==> src/rtl/bpd_pkg.sv <==
// constants and types for the bus port decode, interrupt route and wait block
// ****************************************
// What this block does
// - The board answers a block of six consecutive I/O ports starting on an eight-port boundary.
// - Address bits 7..3 are compared with a five-bit base setting, so the base is setting times 8.
// - The three lowest positions of the base switch are ignored in decoding.
// - The interrupt request goes to exactly one chosen line: one of eight vectored lines or INT.
// - When routing is set to unused no bus interrupt line is driven.
// - With wait enabled, wait is requested on every access to the disk controller chip, else never.
// - The number of wait states grows with the bus clock rate.
// ****************************************
package bpd_pkg;
  localparam int ADDR_W = 8;
  localparam int BASE_W = 5;
  localparam int BASE_LSB = 3;
  localparam logic [2:0] PORT_SPAN = 3'h6;
  localparam logic [2:0] FDC_FIRST = 3'h0;
  localparam logic [2:0] FDC_LAST = 3'h3;
  localparam int VI_N = 8;
  localparam int ROUTE_W = 4;
  localparam logic [3:0] ROUTE_INT = 4'h8;
  localparam logic [3:0] ROUTE_NONE = 4'hF;
  localparam int WAIT_W = 5;
  localparam int WAIT_NS = 250;
  localparam int CLK_NS = 25;
  localparam int WAIT_CYC = (WAIT_NS + CLK_NS - 1) / CLK_NS;
  typedef enum logic [1:0] {ST_IDLE, ST_WAIT, ST_HOLD} bpd_state_type;
endpackage : bpd_pkg

==> src/rtl/bpd_wait_gen.sv <==
// wait-state counter for accesses to the disk controller chip
`timescale 1ns/1ps
module bpd_wait_gen
  import bpd_pkg::*;
(
  input wire logic clk,
  input wire logic rst,
  input wire logic start,
  input wire logic cycle_end,
  input wire logic [bpd_pkg::WAIT_W-1:0] count,
  output logic busy
);
  import bpd_pkg::*;
  bpd_state_type state_reg, state_next;
  logic [WAIT_W-1:0] cnt_reg, cnt_next;

  always_comb begin
    state_next = state_reg;
    cnt_next = cnt_reg;
    case (state_reg)
      ST_IDLE: begin
        if (start && count != '0) begin
          state_next = ST_WAIT;
          cnt_next = count;
        end else if (start) begin
          state_next = ST_HOLD;
        end
      end
      ST_WAIT: begin
        cnt_next = cnt_reg - 1'b1;
        // a cut bus cycle drops the request instead of leaving it stuck high
        if (cycle_end) begin
          state_next = ST_IDLE;
        end else if (cnt_reg == WAIT_W'(1)) begin
          state_next = ST_HOLD;
        end
      end
      ST_HOLD: begin
        if (cycle_end) begin
          state_next = ST_IDLE;
        end
      end
      default: state_next = ST_IDLE;
    endcase
  end

  always_ff @(posedge clk) begin
    if (rst) begin
      state_reg <= ST_IDLE;
      cnt_reg <= '0;
    end else begin
      state_reg <= state_next;
      cnt_reg <= cnt_next;
    end
  end

  // start cycle asks for wait at once, one cycle on top of the loaded count
  assign busy = (state_reg == ST_IDLE) ? (start && count != '0) : (state_reg == ST_WAIT);
endmodule : bpd_wait_gen

==> src/rtl/bpd_top.sv <==
// bus slave: port decode, interrupt routing and wait-state request
`timescale 1ns/1ps
module bpd_top
  import bpd_pkg::*;
(
  input wire logic CLK_SYS,
  input wire logic RST,
  input wire logic [bpd_pkg::ADDR_W-1:0] ADDR,
  input wire logic SINP,
  input wire logic SOUT,
  input wire logic CYCLE_ACTIVE,
  input wire logic [bpd_pkg::ADDR_W-1:0] BASE_SW,
  input wire logic [bpd_pkg::ROUTE_W-1:0] IRQ_ROUTE,
  input wire logic WAIT_EN,
  input wire logic [1:0] CPU_SPEED,
  input wire logic IRQ_IN,
  output logic [bpd_pkg::VI_N-1:0] VI_REQ,
  output logic INT_REQ,
  output logic PORT_SEL,
  output logic [2:0] PORT_OFS,
  output logic FDC_SEL,
  output logic RDY_HOLD
);
  import bpd_pkg::*;

  // ****************************************
  // port decode
  // ****************************************
  function automatic logic base_hit(input logic [ADDR_W-1:0] a, input logic [ADDR_W-1:0] sw);
    base_hit = (a[ADDR_W-1:BASE_LSB] == sw[ADDR_W-1:BASE_LSB]);
  endfunction : base_hit

  wire logic io_cycle = CYCLE_ACTIVE && (SINP || SOUT);
  wire logic [2:0] low_ofs = ADDR[BASE_LSB-1:0];
  wire logic in_block = base_hit(ADDR, BASE_SW) && (low_ofs < PORT_SPAN);
  wire logic hit = io_cycle && in_block;
  wire logic fdc_hit = hit && (low_ofs >= FDC_FIRST) && (low_ofs <= FDC_LAST);

  // ****************************************
  // decode registers
  // ****************************************
  // outputs lag the bus by one cycle, so the card side sees settled levels
  logic cyc_d_reg;
  logic [2:0] ofs_reg;
  logic sel_reg;
  logic fdc_reg;
  wire logic [2:0] ofs_next = hit ? low_ofs : '0;

  always_ff @(posedge CLK_SYS) begin
    if (RST) begin
      cyc_d_reg <= 1'b0;
    end else begin
      cyc_d_reg <= CYCLE_ACTIVE;
    end
  end

  always_ff @(posedge CLK_SYS) begin
    if (RST) begin
      ofs_reg <= '0;
    end else begin
      ofs_reg <= ofs_next;
    end
  end

  always_ff @(posedge CLK_SYS) begin
    if (RST) begin
      sel_reg <= 1'b0;
    end else begin
      sel_reg <= hit;
    end
  end

  always_ff @(posedge CLK_SYS) begin
    if (RST) begin
      fdc_reg <= 1'b0;
    end else begin
      fdc_reg <= fdc_hit;
    end
  end

  assign PORT_SEL = sel_reg;
  assign PORT_OFS = ofs_reg;
  assign FDC_SEL = fdc_reg;

  // ****************************************
  // interrupt routing
  // ****************************************
  // route codes 0..7 pick a vectored line, 8 is INT, anything else is unused
  // one compare per line: a code outside 0..7 leaves every pick bit low
  logic [VI_N-1:0] vi_pick;
  for (genvar i = 0; i < VI_N; i++) begin : g_vi_pick
    assign vi_pick[i] = (IRQ_ROUTE == ROUTE_W'(i));
  end
  wire logic [VI_N-1:0] vi_next = IRQ_IN ? vi_pick : '0;
  wire logic int_next = IRQ_IN && (IRQ_ROUTE == ROUTE_INT);
  logic [VI_N-1:0] vi_reg;
  logic int_reg;

  always_ff @(posedge CLK_SYS) begin
    if (RST) begin
      vi_reg <= '0;
    end else begin
      vi_reg <= vi_next;
    end
  end

  always_ff @(posedge CLK_SYS) begin
    if (RST) begin
      int_reg <= 1'b0;
    end else begin
      int_reg <= int_next;
    end
  end
  assign VI_REQ = vi_reg;
  assign INT_REQ = int_reg;

  // ****************************************
  // wait states
  // ****************************************
  // faster CPU setting gives more waits; base count fixed by the controller chip access time
  wire logic [WAIT_W-1:0] wait_cnt = WAIT_W'(WAIT_CYC) + WAIT_W'({CPU_SPEED, 1'b0});
  wire logic fdc_start = fdc_hit && WAIT_EN && !fdc_reg;
  wire logic cyc_end = !CYCLE_ACTIVE;
  logic wait_busy;

  bpd_wait_gen u_wait (
    .clk(CLK_SYS),
    .rst(RST),
    .start(fdc_start),
    .cycle_end(cyc_end),
    .count(wait_cnt),
    .busy(wait_busy)
  );
  assign RDY_HOLD = wait_busy && WAIT_EN;

  // ****************************************
  // checks
  // ****************************************
  AST_ONEHOT_ROUTE: assert property (@(posedge CLK_SYS) disable iff (RST)
    $onehot0({vi_reg, int_reg}))
    else $error("more than one interrupt line driven");
  AST_NONE_ROUTE: assert property (@(posedge CLK_SYS) disable iff (RST)
    $past(IRQ_ROUTE) == ROUTE_NONE |-> (vi_reg == '0 && !int_reg))
    else $error("unused route drove a line");
  AST_VI_FOLLOW: assert property (@(posedge CLK_SYS) disable iff (RST)
    (IRQ_IN && IRQ_ROUTE == 4'h3) |=> VI_REQ[3])
    else $error("vectored line not driven");
  AST_NO_MEM: assert property (@(posedge CLK_SYS) disable iff (RST)
    (!SINP && !SOUT) |=> !PORT_SEL)
    else $error("decode outside io cycle");
  AST_SPAN: assert property (@(posedge CLK_SYS) disable iff (RST)
    PORT_SEL |-> PORT_OFS < PORT_SPAN)
    else $error("offset beyond block");
  AST_BASE: assert property (@(posedge CLK_SYS) disable iff (RST)
    PORT_SEL |-> $past(ADDR[ADDR_W-1:BASE_LSB]) == $past(BASE_SW[ADDR_W-1:BASE_LSB]))
    else $error("base mismatch");
  AST_LOW_IGNORED: assert property (@(posedge CLK_SYS) disable iff (RST)
    (io_cycle && ADDR == {BASE_SW[ADDR_W-1:BASE_LSB], 3'h1}) |=> PORT_SEL)
    else $error("low switch bits affected decode");
  AST_WAIT_OFF: assert property (@(posedge CLK_SYS) disable iff (RST)
    !WAIT_EN |-> !RDY_HOLD)
    else $error("wait while disabled");
  AST_WAIT_ON: assert property (@(posedge CLK_SYS) disable iff (RST)
    (fdc_start && CPU_SPEED == 2'h0) |-> RDY_HOLD [*8] ##1 (RDY_HOLD || !WAIT_EN) [*2])
    else $error("wait count too short");

  // ****************************************
  // more decode checks
  // ****************************************
  AST_LAST_PORT: assert property (@(posedge CLK_SYS) disable iff (RST)
    (io_cycle && ADDR == {BASE_SW[ADDR_W-1:BASE_LSB], PORT_SPAN - 3'h1})
    |=> (PORT_SEL && PORT_OFS == PORT_SPAN - 3'h1))
    else $error("last port of the block not decoded");
  AST_PAST_SPAN: assert property (@(posedge CLK_SYS) disable iff (RST)
    (io_cycle && ADDR == {BASE_SW[ADDR_W-1:BASE_LSB], PORT_SPAN}) |=> !PORT_SEL)
    else $error("port beyond the block decoded");
  AST_OFS_IDLE: assert property (@(posedge CLK_SYS) disable iff (RST)
    !PORT_SEL |-> PORT_OFS == '0)
    else $error("offset shown without a hit");
  AST_NO_CYCLE: assert property (@(posedge CLK_SYS) disable iff (RST)
    !CYCLE_ACTIVE |=> !PORT_SEL)
    else $error("decode without a bus cycle");
  AST_OUT_CYCLE: assert property (@(posedge CLK_SYS) disable iff (RST)
    (SOUT && CYCLE_ACTIVE && ADDR == {BASE_SW[ADDR_W-1:BASE_LSB], FDC_LAST}) |=> PORT_SEL)
    else $error("output cycle not decoded");
  AST_FIRST_PORT: assert property (@(posedge CLK_SYS) disable iff (RST)
    (io_cycle && ADDR == {BASE_SW[ADDR_W-1:BASE_LSB], FDC_FIRST}) |=> (PORT_SEL && FDC_SEL))
    else $error("controller chip port not decoded");
  AST_FDC_RANGE: assert property (@(posedge CLK_SYS) disable iff (RST)
    FDC_SEL |-> (PORT_SEL && PORT_OFS <= FDC_LAST))
    else $error("chip select outside the chip ports");

  // ****************************************
  // more interrupt checks
  // ****************************************
  AST_INT_FOLLOW: assert property (@(posedge CLK_SYS) disable iff (RST)
    (IRQ_IN && IRQ_ROUTE == ROUTE_INT) |=> (INT_REQ && VI_REQ == '0))
    else $error("plain interrupt line not driven alone");
  AST_IRQ_QUIET: assert property (@(posedge CLK_SYS) disable iff (RST)
    !IRQ_IN |=> (VI_REQ == '0 && !INT_REQ))
    else $error("interrupt line driven with no request");

  // ****************************************
  // more wait checks
  // ****************************************
  // length of the current wait run, for the count check below
  logic [WAIT_W:0] run_reg;
  always_ff @(posedge CLK_SYS) begin
    if (RST) begin
      run_reg <= '0;
    end else begin
      run_reg <= RDY_HOLD ? run_reg + 1'b1 : '0;
    end
  end
  AST_WAIT_LEN: assert property (@(posedge CLK_SYS) disable iff (RST)
    ($fell(RDY_HOLD) && CYCLE_ACTIVE && cyc_d_reg)
    |-> run_reg == (WAIT_W + 1)'(WAIT_CYC + 1 + 2 * CPU_SPEED))
    else $error("wait run length does not match the speed setting");
  AST_WAIT_IDLE: assert property (@(posedge CLK_SYS) disable iff (RST)
    (!CYCLE_ACTIVE && !cyc_d_reg) |-> !RDY_HOLD)
    else $error("wait asked with no bus cycle");
  AST_WAIT_FDC_ONLY: assert property (@(posedge CLK_SYS) disable iff (RST)
    RDY_HOLD |-> (fdc_hit || FDC_SEL))
    else $error("wait asked outside a chip access");
endmodule : bpd_top

==> config.mk <==
export PLATFORM = sky130hd
export DESIGN_NAME = bpd_top
export DESIGN_NICKNAME = d
export VERILOG_FILES = /design/src/rtl/bpd_pkg.sv /design/src/rtl/bpd_wait_gen.sv /design/src/rtl/bpd_top.sv
export SDC_FILE = /design/constraint.sdc
export NUM_CORES = 1
export LEC_CHECK = 0
export BUFFER_PORTS_ARGS = -buffer_cell sky130_fd_sc_hd__buf_2
export CORE_MARGIN = 3
export CORE_UTILIZATION = 45
export DETAILED_ROUTE_END_ITERATION = 8
export PLACE_DENSITY = 0.78
export SLEW_MARGIN = 30
export SYNTH_ARGS = -nofsm -noshare
export SYNTH_HDL_FRONTEND = slang
export SYNTH_SLANG_ARGS = --single-unit
==> constraint.sdc <==
create_clock -name CLK_SYS -period 1.68 [get_ports CLK_SYS]
set_clock_uncertainty 0.1 [all_clocks]
set_input_delay 0.084 -clock CLK_SYS [delete_from_list [all_inputs] [get_ports CLK_SYS]]
set_output_delay 0.084 -clock CLK_SYS [all_outputs]
set_load 0.005 [all_outputs]
==> results.py <==
metrics = {
    "run_status": {
        "outcome": "finished clean",
    },
    "worst_setup_path": {
        "required_ns": 1.82,
        "cp-start-kind": "register",
        "r2r_start": "FDC_SEL",
        "worst_setup_path_end_kind": "register",
        "worst-endpoint-arrival_ns": 1.77,
        "regToRegSetupSlack_ns": 0.05,
        "cp_max_fo": 2,
        "r2r_end": "u_wait.state_reg[0]",
        "crit_type": "register to register",
        "crit_start": "FDC_SEL",
        "worstRegToRegCells": 8,
        "crit_path_end": "u_wait.state_reg[0]",
    },
    "timing": {
        "slew_viol_final": 0,
        "worstMarginPinSlew_ns": 0.281,
        "period_share": 0.970,
        "rsz0062_at_grt": "yes",
        "setup_viol": 0,
        "worst_hold_slack_ns": 0.0183,
        "timing.setup.tns_ns": 0,
        "fmax_mhz": 614,
        "worst_slew_margin_rel": 0.813,
        "fin_crit_ns": 1.63,
        "finalHoldViolCount": 0,
    },
    "yosys": {
        "synth_edf_count": 0,
        "synth_top_area_share": 0.447,
        "synth-compound-area-share": 0.0826,
        "yosysUniqueCellTypes": 33,
        "yosysWarnings": 0,
        "synth_top_family_by_area": "simple AND/OR/NAND/NOR gates",
        "synth_common_cells": "21 x dfxtp_1, 16 x nor2_1, 7 x nor3_1",
        "synth_top_area_cell": "dfxtp_1",
        "synth.avg_cell_area_sq_um": 9.40,
        "async_flop_share": 0,
        "muxShareOfSynthArea": 0.0706,
        "yosysSeqAreaShare": 0.447,
        "ys_seq_elements": 21,
        "synth_fa_ha_area_frac": 0.0399,
        "syn_area_sq_um": 940,
        "synth.most_common_cell": "dfxtp_1",
        "synth-xor-area-share": 0.0652,
        "ys_dominant_reg_cell": "dfxtp_1",
        "ys_top_cells_by_area": "dfxtp_1 45%, nor2_1 6.4%, mux2_4 4.8%",
        "synth-simple-area-share": 0.257,
        "synth_fp_nets": 132,
        "synth_cells": 100,
    },
    "drt": {
        "drc_errors": 0,
        "vias": 883,
        "wire_per_inst_um": 11.9,
        "drtAntennaViolNets": 0,
        "dr.pass1.iters": 4,
        "routed_wl_mm": 2.16,
        "viasPerCell": 4.88,
        "dr.first_iter.drc_count": 11,
    },
    "place": {
        "place_congestion": 0.816,
        "dp.cells": 163,
        "io_buffers": 40,
        "detailed_place_hpwl_mm": 1.53,
    },
    "global_route": {
        "grt_pass1_wl_mm": 3.60,
        "grtUsageTotal": 0.177,
        "grt_max_degree": 13,
        "antenna_found_initial": 0,
        "grt-ovfl-total": 0,
        "first_global_vias": 891,
    },
    "cells_and_area": {
        "final_layout_size_suffix_gt1_frac": 0.404,
        "finish.net_count": 189,
        "post-route-util": 0.728,
        "antennaDiodeCount": 0,
        "layout.cells.non_filler": 181,
        "largest_reg_flops": 8,
        "areaGrowthSynthToFinish_pct": 42.5,
    },
    "power_and_ir_drop": {
        "p_sw_mw": 0.201,
        "p_leak_nw": 0.643,
        "combPwrFrac": 0.127,
        "p_total_mw": 0.848,
        "p_clk_frac": 0.281,
        "p_per_area_nw_per_um2": 634,
        "seq_power_share": 0.592,
        "ir_drop_uv": 618,
        "p_int_mw": 0.647,
        "p_sw_frac": 0.237,
    },
    "floorplan": {
        "start_util": 0.511,
        "core_sq_um": 1840,
        "fp-row-count": 15,
        "die-area_sq_um": 2670,
        "die_x_um": 51.7,
        "ios": 44,
        "fp.dieH_um": 51.7,
    },
    "cts": {
        "ctsRootBufferMaster": "clkbuf_4",
        "htree_num_levels": 1,
        "clkLatencyLatePin_ns": 0.30,
        "clock-sinks": 21,
        "cts_tree": "built",
        "cts_made_buffers": 3,
        "clk_pin_slew_ns": 0.11,
        "clock_path_buffers": 2,
    },
    "min_path": {
        "hold_class": "input port to register",
    },
    "flow_run": {
        "max-cap-violations": 0,
    },
}
worst max-delay path, stage by stage, from the launching register on:
cell,delay [ns]
dfxtp_2,0.34
nor4_2,0.21
nand4_1,0.15
buf_4,0.17
buf_6,0.10
buf_6,0.10
buf_4,0.12
o21a_1,0.17
nor3_2,0.10
stage by stage:
| step | area (sq um) | setup slack [ns] |
|---|---|---|
| detailed placement | 1160 | 0.170 |
| global placement | 1160 | 0.197 |
| finish | 1340 | 0.0511 |
| CTS | 1320 | 0.0188 |
| floorplan | 940 | 0.255 |
| global route | 1340 | -0.0488 |
cells by family (layout without fill, tap and decap cells):
family          count (synthesis)  after routing
simple gates                   46             46
fa+ha+maj                       3              3
buf+inv                         9             65
mux                             5              5
xor+xnor                        7              7
compound gates                  9              9
flops                          21             21
per-layer routing:
layer	GRT usage	up-vias	share of wire
met5	0	-	0
met4	0.0524	0	0.0056
met3	0.0573	2	0.073
met2	0.322	30	0.50
met1	0.195	402	0.42
li1	-	449	-
worst min-delay path by stage:
stage                  from        end  cells after the start
2_1_floorplan  IRQ_ROUTE[2]    INT_REQ                      1
3_3_place_gp   IRQ_ROUTE[2]    INT_REQ                      2
3_5_place_dp   IRQ_ROUTE[2]    INT_REQ                      2
4_1_cts        IRQ_ROUTE[3]  VI_REQ[1]                      3
5_1_grt        IRQ_ROUTE[3]  VI_REQ[0]                      3
6_report       IRQ_ROUTE[3]  VI_REQ[1]                      3
layout by cell type (no fill, tap or decap), types with 3 or more instances in the layout:
| cell | synthesis | routed |
|---|---|---|
| nor3_1 | 7 | 6 |
| xnor2_1 | 3 | 3 |
| nand2b_1 | 3 | 3 |
| xor2_1 | 4 | 4 |
| nor2_1 | 16 | 15 |
| buf_2 | 1 | 40 |
| and2_1 | 3 | 3 |
| ha_1 | 3 | 3 |
| inv_1 | 6 | 5 |
| nand2_1 | 6 | 6 |
| clkbuf_4 | 0 | 3 |
| buf_4 | 0 | 3 |
| dlygate4sd3_1 | 0 | 9 |
| mux2_4 | 3 | 3 |
| dfxtp_1 | 21 | 20 |
repair_timing:
item                                   CTS  global route
endpoints found under the hold margin   14             0
setup endpoints to repair                1             3
gates cloned                             0             0
resized for setup                        0             7
setup buffers                            5             0
pin swaps                                2             0
hold buffers                             9             0
final cells by class:
| type | count | area, sq um |
|---|---|---|
| Inverter | 7 | 26.3 |
| Clock inverter | 1 | 5.00 |
| Timing Repair Buffer | 54 | 335 |
| Sequential cell | 21 | 422 |
| Multi-Input combinational cell | 70 | 497 |
| Fill cell | 156 | 500 |
| Clock buffer | 3 | 22.5 |
| Tap cell | 25 | 31.3 |
power by group through the flow:
stage | clock (mW) | combinational (mW) | sequential, mW
global placement | 0 | 0.0854 | 0.513
global route | 0.270 | 0.121 | 0.502
floorplan | 0 | 0.0418 | 0.514
finish | 0.239 | 0.108 | 0.502
CTS | 0.245 | 0.105 | 0.502
detailed placement | 0 | 0.0890 | 0.513
Note: power is estimated with default switching activity, not from simulation.
